==> src/common/gbg_pkg.sv <==
// constants, types and helpers shared by the geometry register bank
package gbg_pkg;

    // word indices on the avalon bus; byte address is four times the index
    localparam logic [2:0] IDX_WORK_AREA_HEIGHT = 3'h0;
    localparam logic [2:0] IDX_FRAME_BASE_LOW   = 3'h1;
    localparam logic [2:0] IDX_FRAME_BASE_HIGH  = 3'h2;
    localparam logic [2:0] IDX_FRAME_WIDTH      = 3'h3;
    localparam logic [2:0] IDX_FRAME_HEIGHT     = 3'h4;

    // implemented bits of each 16-bit register
    localparam logic [15:0] MASK_WORK_AREA_HEIGHT = 16'h07ff;
    localparam logic [15:0] MASK_FRAME_BASE_LOW   = 16'hffff;
    localparam logic [15:0] MASK_FRAME_BASE_HIGH  = 16'h00ff;
    localparam logic [15:0] MASK_FRAME_WIDTH      = 16'h07ff;
    localparam logic [15:0] MASK_FRAME_HEIGHT     = 16'h07ff;

    // values after reset
    localparam logic [15:0] RST_WORK_AREA_HEIGHT = 16'h0000;
    localparam logic [15:0] RST_FRAME_BASE_LOW   = 16'h0000;
    localparam logic [15:0] RST_FRAME_BASE_HIGH  = 16'h0000;
    localparam logic [15:0] RST_FRAME_WIDTH      = 16'h0000;
    localparam logic [15:0] RST_FRAME_HEIGHT     = 16'h0000;
    localparam logic [31:0] RST_READDATA         = 32'h0000_0000;

    // field widths and positions
    localparam int SIZE_W      = 11;
    localparam int ADDR_W      = 24;
    localparam int HIGH_LSB    = 16;
    localparam int HIGH_W      = 8;

    // avalon response codes
    localparam logic [1:0] RESP_OKAY        = 2'h0;
    localparam logic [1:0] RESP_DECODEERROR = 2'h3;

    typedef enum logic {
        GBG_IDLE,
        GBG_ACK
    } gbg_state_t;

    // byte-lane merge, then clip to the implemented bits
    function automatic logic [15:0] gbg_merge(
        input logic [15:0] old_val,
        input logic [15:0] wdata,
        input logic [1:0]  be,
        input logic [15:0] mask
    );
        logic [15:0] lanes;
        lanes = {{8{be[1]}}, {8{be[0]}}};
        return ((old_val & ~lanes) | (wdata & lanes)) & mask;
    endfunction

endpackage

==> src/common/gbg_bank_if.sv <==
// carrier between the bus slave and the register bank
`timescale 1ns/1ps
interface gbg_bank_if;
    logic        wr;
    logic [2:0]  idx;
    logic [15:0] wdata;
    logic [1:0]  be;
    logic [15:0] rdata;
    logic        hit;
    logic [15:0] work_area_height;
    logic [15:0] frame_base_low;
    logic [15:0] frame_base_high;
    logic [15:0] frame_width;
    logic [15:0] frame_height;

    modport bus (
        output wr,
        output idx,
        output wdata,
        output be,
        input  rdata,
        input  hit,
        input  work_area_height,
        input  frame_base_low,
        input  frame_base_high,
        input  frame_width,
        input  frame_height
    );

    modport bank (
        input  wr,
        input  idx,
        input  wdata,
        input  be,
        output rdata,
        output hit,
        output work_area_height,
        output frame_base_low,
        output frame_base_high,
        output frame_width,
        output frame_height
    );
endinterface

==> src/hw/gbg_bank.sv <==
// storage of the five geometry registers with masked byte-lane writes
`timescale 1ns/1ps
module gbg_bank (
    input  wire logic  clock,
    input  wire logic  sys_rst,
    gbg_bank_if.bank   bif
);

    typedef struct packed {
        logic [15:0] work_area_height;
        logic [15:0] frame_base_low;
        logic [15:0] frame_base_high;
        logic [15:0] frame_width;
        logic [15:0] frame_height;
    } gbg_bank_state_t;

    gbg_bank_state_t q;
    gbg_bank_state_t next_q;

    always_comb begin
        next_q = q;
        if (bif.wr) begin
            case (bif.idx)
                gbg_pkg::IDX_WORK_AREA_HEIGHT: begin
                    next_q.work_area_height = gbg_pkg::gbg_merge(
                        q.work_area_height, bif.wdata, bif.be,
                        gbg_pkg::MASK_WORK_AREA_HEIGHT);
                end
                gbg_pkg::IDX_FRAME_BASE_LOW: begin
                    // bit 0 kept as written; software keeps it even
                    next_q.frame_base_low = gbg_pkg::gbg_merge(
                        q.frame_base_low, bif.wdata, bif.be,
                        gbg_pkg::MASK_FRAME_BASE_LOW);
                end
                gbg_pkg::IDX_FRAME_BASE_HIGH: begin
                    next_q.frame_base_high = gbg_pkg::gbg_merge(
                        q.frame_base_high, bif.wdata, bif.be,
                        gbg_pkg::MASK_FRAME_BASE_HIGH);
                end
                gbg_pkg::IDX_FRAME_WIDTH: begin
                    next_q.frame_width = gbg_pkg::gbg_merge(
                        q.frame_width, bif.wdata, bif.be,
                        gbg_pkg::MASK_FRAME_WIDTH);
                end
                gbg_pkg::IDX_FRAME_HEIGHT: begin
                    next_q.frame_height = gbg_pkg::gbg_merge(
                        q.frame_height, bif.wdata, bif.be,
                        gbg_pkg::MASK_FRAME_HEIGHT);
                end
                default: begin
                    next_q = q;
                end
            endcase
        end
    end

    always_ff @(posedge clock) begin
        if (sys_rst) begin
            q.work_area_height <= gbg_pkg::RST_WORK_AREA_HEIGHT;
            q.frame_base_low   <= gbg_pkg::RST_FRAME_BASE_LOW;
            q.frame_base_high  <= gbg_pkg::RST_FRAME_BASE_HIGH;
            q.frame_width      <= gbg_pkg::RST_FRAME_WIDTH;
            q.frame_height     <= gbg_pkg::RST_FRAME_HEIGHT;
        end else begin
            q <= next_q;
        end
    end

    // read mux straight from the flops; stored values are already masked
    always_comb begin
        bif.hit   = 1'b1;
        bif.rdata = 16'h0000;
        case (bif.idx)
            gbg_pkg::IDX_WORK_AREA_HEIGHT: bif.rdata = q.work_area_height;
            gbg_pkg::IDX_FRAME_BASE_LOW:   bif.rdata = q.frame_base_low;
            gbg_pkg::IDX_FRAME_BASE_HIGH:  bif.rdata = q.frame_base_high;
            gbg_pkg::IDX_FRAME_WIDTH:      bif.rdata = q.frame_width;
            gbg_pkg::IDX_FRAME_HEIGHT:     bif.rdata = q.frame_height;
            default: begin
                bif.hit   = 1'b0;
                bif.rdata = 16'h0000;
            end
        endcase
    end

    assign bif.work_area_height = q.work_area_height;
    assign bif.frame_base_low   = q.frame_base_low;
    assign bif.frame_base_high  = q.frame_base_high;
    assign bif.frame_width      = q.frame_width;
    assign bif.frame_height     = q.frame_height;

endmodule // gbg_bank

==> src/hw/gbg_regs.sv <==
// avalon-mm slave front end for the buffer geometry register bank
`timescale 1ns/1ps
module gbg_regs (
    input  wire logic        clock,
    input  wire logic        sys_rst,
    input  wire logic [2:0]  avs_address,
    input  wire logic        avs_read,
    input  wire logic        avs_write,
    input  wire logic [31:0] avs_writedata,
    input  wire logic [3:0]  avs_byteenable,
    output logic      [31:0] avs_readdata,
    output logic             avs_waitrequest,
    output logic      [1:0]  avs_response,
    output logic      [10:0] work_area_height_field,
    output logic      [23:0] frame_base_address,
    output logic      [10:0] frame_width_field,
    output logic      [10:0] frame_height_field
);

    typedef struct packed {
        gbg_pkg::gbg_state_t state;
        logic                waitrequest;
        logic [31:0]         readdata;
        logic [1:0]          response;
    } gbg_slave_state_t;

    gbg_slave_state_t q;
    gbg_slave_state_t next_q;

    gbg_bank_if bif ();

    gbg_bank u_bank (
        .clock   (clock),
        .sys_rst (sys_rst),
        .bif     (bif)
    );

    // master holds the request through ack, so live bus signals are used
    assign bif.idx   = avs_address;
    assign bif.wdata = avs_writedata[15:0];
    assign bif.be    = avs_byteenable[1:0];
    // write commits on the edge where waitrequest is seen low
    assign bif.wr    = (q.state == gbg_pkg::GBG_ACK) && avs_write;

    // one wait cycle per access: simple, fixed latency, no pipelining
    always_comb begin
        next_q = q;
        case (q.state)
            gbg_pkg::GBG_IDLE: begin
                next_q.waitrequest = 1'b1;
                if (avs_read || avs_write) begin
                    next_q.state       = gbg_pkg::GBG_ACK;
                    next_q.waitrequest = 1'b0;
                    next_q.response    = bif.hit ? gbg_pkg::RESP_OKAY
                                                 : gbg_pkg::RESP_DECODEERROR;
                    // upper half and unmapped words read zero
                    next_q.readdata    = (avs_read && bif.hit)
                                       ? {16'h0000, bif.rdata}
                                       : gbg_pkg::RST_READDATA;
                end
            end
            gbg_pkg::GBG_ACK: begin
                next_q.state       = gbg_pkg::GBG_IDLE;
                next_q.waitrequest = 1'b1;
            end
            default: begin
                next_q.state       = gbg_pkg::GBG_IDLE;
                next_q.waitrequest = 1'b1;
            end
        endcase
    end

    always_ff @(posedge clock) begin
        if (sys_rst) begin
            q.state       <= gbg_pkg::GBG_IDLE;
            q.waitrequest <= 1'b1;
            q.readdata    <= gbg_pkg::RST_READDATA;
            q.response    <= gbg_pkg::RESP_OKAY;
        end else begin
            q <= next_q;
        end
    end

    assign avs_readdata    = q.readdata;
    assign avs_waitrequest = q.waitrequest;
    assign avs_response    = q.response;

    // field outputs come straight from the bank flops
    assign work_area_height_field = bif.work_area_height[gbg_pkg::SIZE_W-1:0];
    assign frame_base_address     = {
        bif.frame_base_high[gbg_pkg::HIGH_W-1:0],
        bif.frame_base_low
    };
    assign frame_width_field      = bif.frame_width[gbg_pkg::SIZE_W-1:0];
    assign frame_height_field     = bif.frame_height[gbg_pkg::SIZE_W-1:0];

endmodule // gbg_regs

==> config.mk <==
export PLATFORM = sky130hd
export DESIGN_NAME = gbg_regs
export DESIGN_NICKNAME = d
export VERILOG_FILES = /design/src/common/gbg_pkg.sv /design/src/common/gbg_bank_if.sv /design/src/hw/gbg_bank.sv /design/src/hw/gbg_regs.sv
export SDC_FILE = /design/constraint.sdc
export NUM_CORES = 1
export LEC_CHECK = 0
export ABC_CLOCK_PERIOD_IN_PS = 1150
export BUFFER_PORTS_ARGS = -buffer_cell sky130_fd_sc_hd__buf_2
export CAP_MARGIN = 20
export CORE_ASPECT_RATIO = 1.5
export CORE_MARGIN = 2
export CORE_UTILIZATION = 45
export DETAILED_ROUTE_END_ITERATION = 16
export MAX_ROUTING_LAYER = met4
export PLACE_DENSITY_LB_ADDON = 0.2
export SLEW_MARGIN = 10
export SYNTH_ARGS = -nofsm -noshare
export SYNTH_HDL_FRONTEND = slang
export SYNTH_SLANG_ARGS = --single-unit
==> constraint.sdc <==
create_clock -name clock -period 1.15 [get_ports clock]
set_input_delay 0.23 -clock clock [delete_from_list [all_inputs] [get_ports clock]]
set_output_delay 0.23 -clock clock [all_outputs]
set_load 0.01 [all_outputs]
### Word level (Yosys, flattened, before mapping)

Index checks and enable logic that the tools add are counted.

* reduce and logical (&&, ||, !) cells: 11
* eq/ne operators: 4
* mux-type cells: 6
* bitwise operators: 13

Operators with widths (count)
* $pmux 16 s5: 1
* $mux 36: 1
* $and 11x11->11: 3
* $or 11x11->11: 3
* $and 16x16->16: 2
* $mux 16: 1
* $not 16->16: 1
* $or 16x16->16: 1
* $reduce_and 2->1: 6
* $and 8x8->8: 1
* $or 8x8->8: 1
* $eq 3x2->1 const B: 2
* $reduce_or 5->1: 1
* $pmux 2 s2: 1
* $eq 3x1->1 const B: 1
* $eq 3x3->1 const B: 1
* $logic_not 3->1: 1
* $logic_and 1x1->1: 2
* $mux 2: 1
* $logic_or 1x1->1: 1
* $mux 1: 1
* $not 1->1: 1

* bits in registers: 93
* output and inout port bits: 92

### Logic depth before layout (Yosys ltp)

* word-level depth: 7
* mapped depth: 6

### Cells and area by module

Synthesis repeated with hierarchy kept, for this count alone.

* cell total of the unflattened synthesis: 417
* area, all modules: 4145.2 µm²

Modules (own cells, without submodules)
* gbg_bank: area an instance 2980.4 µm², cells an instance 299, instances 1
* gbg_regs: area an instance 1164.9 µm², cells an instance 118, instances 1

### Worst setup path after synthesis

No wires, ideal clock.

* path type: register to register
* start: register q[35] (netlist name)
* end: register q, in the netlist avs_readdata[4]
* cell stages (with the launch flop): 6
* setup time: 0.134 ns
* period minus slack after synthesis: 1.266 ns
* data required time: 1.016 ns
* buffers on the path: 2
* arrival: 1.132 ns
* path slack: -0.116 ns
* path through: dfxtp_1 > buf_2 > o21bai_2 > buf_2 > a222oi_1 > a211oi_1

* longest elaborated chain between the ends: 2

Ends and longest elaborated chain
* start: declaration: RTL line gbg_regs.sv:27 `gbg_slave_state_t q;`
* start signal: assignment: RTL line gbg_regs.sv:80 `q <= next_q;`
* $not 1->1 (no line)
* $reduce_and 2->1 (no line)

Every way passes these cells.
A chain may end at the register's enable or synchronous reset.

==> qor.log <==
INFO  yosys          yosysWarningCount=0
INFO  global_routing grt_max_degree=33
INFO  global_routing grt_pass1_vias=3647
INFO  clock_network  clock_tree.root_cell=clkbuf_16
INFO  place          dpl.cell_count=622
INFO  critical_path  critPathLaunchType=register
INFO  critical_path  worstPathRequired=1.42ns
INFO  drt            viasPerCell=5.91
INFO  place          hpwl=8.35mm
INFO  yosys          syn-instance-count=435
INFO  yosys          postSynth.asyncResetShare=0%
INFO  global_routing global_route_wire_length_before_repair=18.7mm
INFO  floorplanning  dieHeight=116µm
INFO  critical_path  critPathMaxStageDelay=0.39ns
INFO  global_routing antenna_found_initial=0
INFO  floorplanning  initial_core_utilization=46.3%
INFO  place          port_buffers=100
INFO  critical_path  r2r.worst_path.cells=5
INFO  sta            finalClockSkew=0.00347ns
INFO  clock_network  clk_transition_reported_paths=0.06ns
INFO  floorplanning  floorplan.io_pins=135
INFO  clock_network  cts_htree_levels=3
INFO  status         failing_checks=setup timing
INFO  yosys          count_of_different_cell_masters_after_synthesis=40
INFO  sta            postLayoutSetupSlackWorst=-0.100ns
INFO  drt            routed-via-count=3803
INFO  yosys          number_of_enable_type_register_cells_in_the_synthesized_netlist=0
INFO  floorplanning  core_region=8060µm²
INFO  critical_path  endpoint_kind=register
INFO  yosys          ys_seq_area_share=40.8%
INFO  final_layout   final_layout_size_suffix_gt1_share=43.4%
INFO  critical_path  setup.worst_path.start=q[35]$_SDFF_PP0_
INFO  clock_network  cts.sinks=76
INFO  sta            max_slew_margin=55.2%
INFO  sta            finalMaxSlewViolations=0
INFO  final_layout   number_of_nets_in_the_layout=577
INFO  critical_path  worstSetupPathType=reg2reg
INFO  flow_run       drv_cap=0
INFO  hold_path      min-delay-start=avs_writedata[12]
INFO  floorplanning  placementRows=40
INFO  yosys          ys_dominant_reg_cell=dfxtp_1
INFO  sta            finalHoldViolations=0
INFO  global_routing grt_overflow=0
INFO  sta            post-route-period-util=109%
INFO  power_and_ir_drop power.static_leakage=2.01nW
INFO  place          place_congestion=0.907
INFO  sta            setup_viol=67
INFO  drt            drt_first_iter_violations=302
INFO  floorplanning  die_w=78.4µm
INFO  critical_path  cpMaxStageDelayCell=dfxtp_4
INFO  drt            wire_per_inst=18.9µm
INFO  sta            grt_setup_unrepaired=yes
INFO  critical_path  reg2reg_slack=-0.10ns
INFO  power_and_ir_drop pwr_density_cell=1230nW/µm²
INFO  sta            max_freq=0.800GHz
INFO  critical_path  cp_num_buf_inv=2
INFO  critical_path  critPathMaxFanout=11
INFO  drt            route.detailed.drc=0
INFO  hold_path      timing.hold.worst_path_depth=3
INFO  critical_path  r2r-start=q[35]$_SDFF_PP0_
INFO  power_and_ir_drop totalPowerFinal=6.20mW
INFO  floorplanning  die_area=9060µm²
INFO  final_layout   area_delta_synth_final=34.9%
INFO  sta            final_period_minus_worst_setup_slack=1.25ns
INFO  final_layout   insertedDiodeCount=0
INFO  clock_network  numCtsBuffers=9
INFO  drt            finalWirelength=12.2mm
INFO  drt            firstDrtPassIters=6
INFO  yosys          synth.ff_latch_count=76
INFO  status         outcome=finished, violations left
INFO  final_layout   utilization=62.5%
INFO  yosys          syn_avg_cell_area=8.58µm²
INFO  hold_path      hold_path_class=in2reg
INFO  final_layout   final_cell_count_no_fill=644
INFO  clock_network  clock_buffer_depth=2
INFO  critical_path  critical_path_at=1.52ns
INFO  drt            postRouteAntennaNets=0
INFO  critical_path  path_cells=buf_6 > and4bb_4 > buf_4 > nand3_1 > a21oi_1
INFO  clock_network  clk_latency=0.34ns
INFO  power_and_ir_drop vdd_drop_max=0.900mV
INFO  sta            least_margin_pin_slew=0.671ns
INFO  critical_path  critical-path-top-delay-family=simple AND/OR/NAND/NOR gates
INFO  clock_network  tritoncts=done
INFO  global_routing grt_usage=27.5%
INFO  yosys          synth.cell_area=3730µm²
==> worst max path at each step <==
stage / end / slack [ns] / cells after the start
6_report: register / -0.10 / 5
5_1_grt: register / -0.18 / 5
4_1_cts: register / -0.09 / 5
3_5_place_dp: avs_readdata[2]$_SDFFE_PP0P_ / -0.32 / 5
3_3_place_gp: avs_readdata[4]$_SDFFE_PP0P_ / -0.25 / 5
2_1_floorplan: avs_waitrequest$_SDFF_PP1_ / -0.04 / 4
==> cells in the final DEF (no fill, tap or decap), types with 3 or more instances in the layout <==
master     instances
a211oi_1           8
a21oi_1           37
a21oi_2           22
a222oi_1           6
a22o_1             3
a22oi_1           16
and2_1             3
buf_12             5
buf_2             98
buf_4             37
buf_6             11
clkbuf_16          9
clkinv_2           4
conb_1            16
dfxtp_1           73
mux2_2            10
mux2i_1            3
nand2_1            5
nand3_1           41
nand3_2            8
nand3_4            8
nand4b_1           6
nand4bb_1          4
nor2_1             6
nor2b_1            9
o211ai_1           3
o21ai_0           24
o21ai_1           33
or2_2              3
==> routing by layer <==
layer	global-route usage [%]	routed length, µm	vias to the layer above
met4	15.1	456	0
met1	32.9	4740	1821
met5	-	0	-
li1	-	-	1759
met2	43.6	6040	186
met3	5.22	937	37
==> cell type report <==
type / count / area (µm²)
clock inverter: 5 / 50.0
fill: 698 / 3020
sequential: 76 / 1530
timing repair buffer: 151 / 992
clock buffer: 11 / 253
multi-input combinational: 295 / 2080
inverter: 1 / 3.75
tap: 105 / 131
==> where the power goes <==
group          leakage [nW]  total, mW  internal (mW)  switching, mW
combinational          1.24      0.688          0.260          0.428
clock                 0.155       2.85           1.78           1.07
sequential            0.614       2.67           2.65         0.0163
total                  2.01       6.20           4.69           1.51
==> kinds of logic (layout without fill, tap and decap cells) <==
group	Yosys count	count (layout)	share of synthesized area, %
flops	76	76	40.8
other cells	1	16	0.100
compound gates	161	161	25.4
buf+inv	79	168	12.7
mux	13	13	3.82
simple gates	105	105	17.2
==> cell usage after synthesis, types with 2 or more instances <==
library cell	instances	area [µm²]
buf_4	36	270
o21ai_0	52	260
clkbuf_1	21	78.8
mux2_2	10	113
and2_1	3	18.8
clkbuf_2	2	10.0
nand2_1	5	18.8
a21oi_1	59	295
a32oi_1	4	35.0
nand4bb_1	4	45.0
o21ai_1	5	25.0
nand3_1	57	285
a22oi_1	18	135
mux2i_1	3	30.0
nor2b_1	10	62.6
and4b_1	2	20.0
buf_2	15	75.1
nor2_1	6	22.5
or2_2	3	18.8
a22o_1	3	26.3
buf_6	3	33.8
a211oi_1	8	60.1
o211ai_1	3	22.5
nand2b_1	2	12.5
dfxtp_1	76	1520
nand4b_1	6	52.6
a222oi_1	6	60.1
==> worst min-delay path: cells and delay by family <==
family          cells  cell delay (ns)
simple gates        1             0.06
buf+inv             1             0.10
compound gates      1             0.04
==> timing repair <==
action                     in CTS  in global routing
pin swaps                      31                 30
gates resized for setup        37                 54
hold buffers                    0                  0
gates cloned                    2                  0
setup buffers                   2                  2
setup endpoints to repair      73                 73
==> through the flow <==
stage                     cell area (µm²)  setup TNS (ns)  worst slack (ns)  hold WS, ns
after floorplan                      3840          -0.553           -0.0397        0.378
after global placement               4340          -11.92            -0.245        0.435
after detailed placement             4340          -13.25            -0.315        0.442
after CTS                            4800           -2.39           -0.0881        0.140
after global routing                 5040           -7.12            -0.183        0.160
final                                5040           -3.41            -0.100        0.152
No activity file was read; power rests on OpenSTA's default activity.
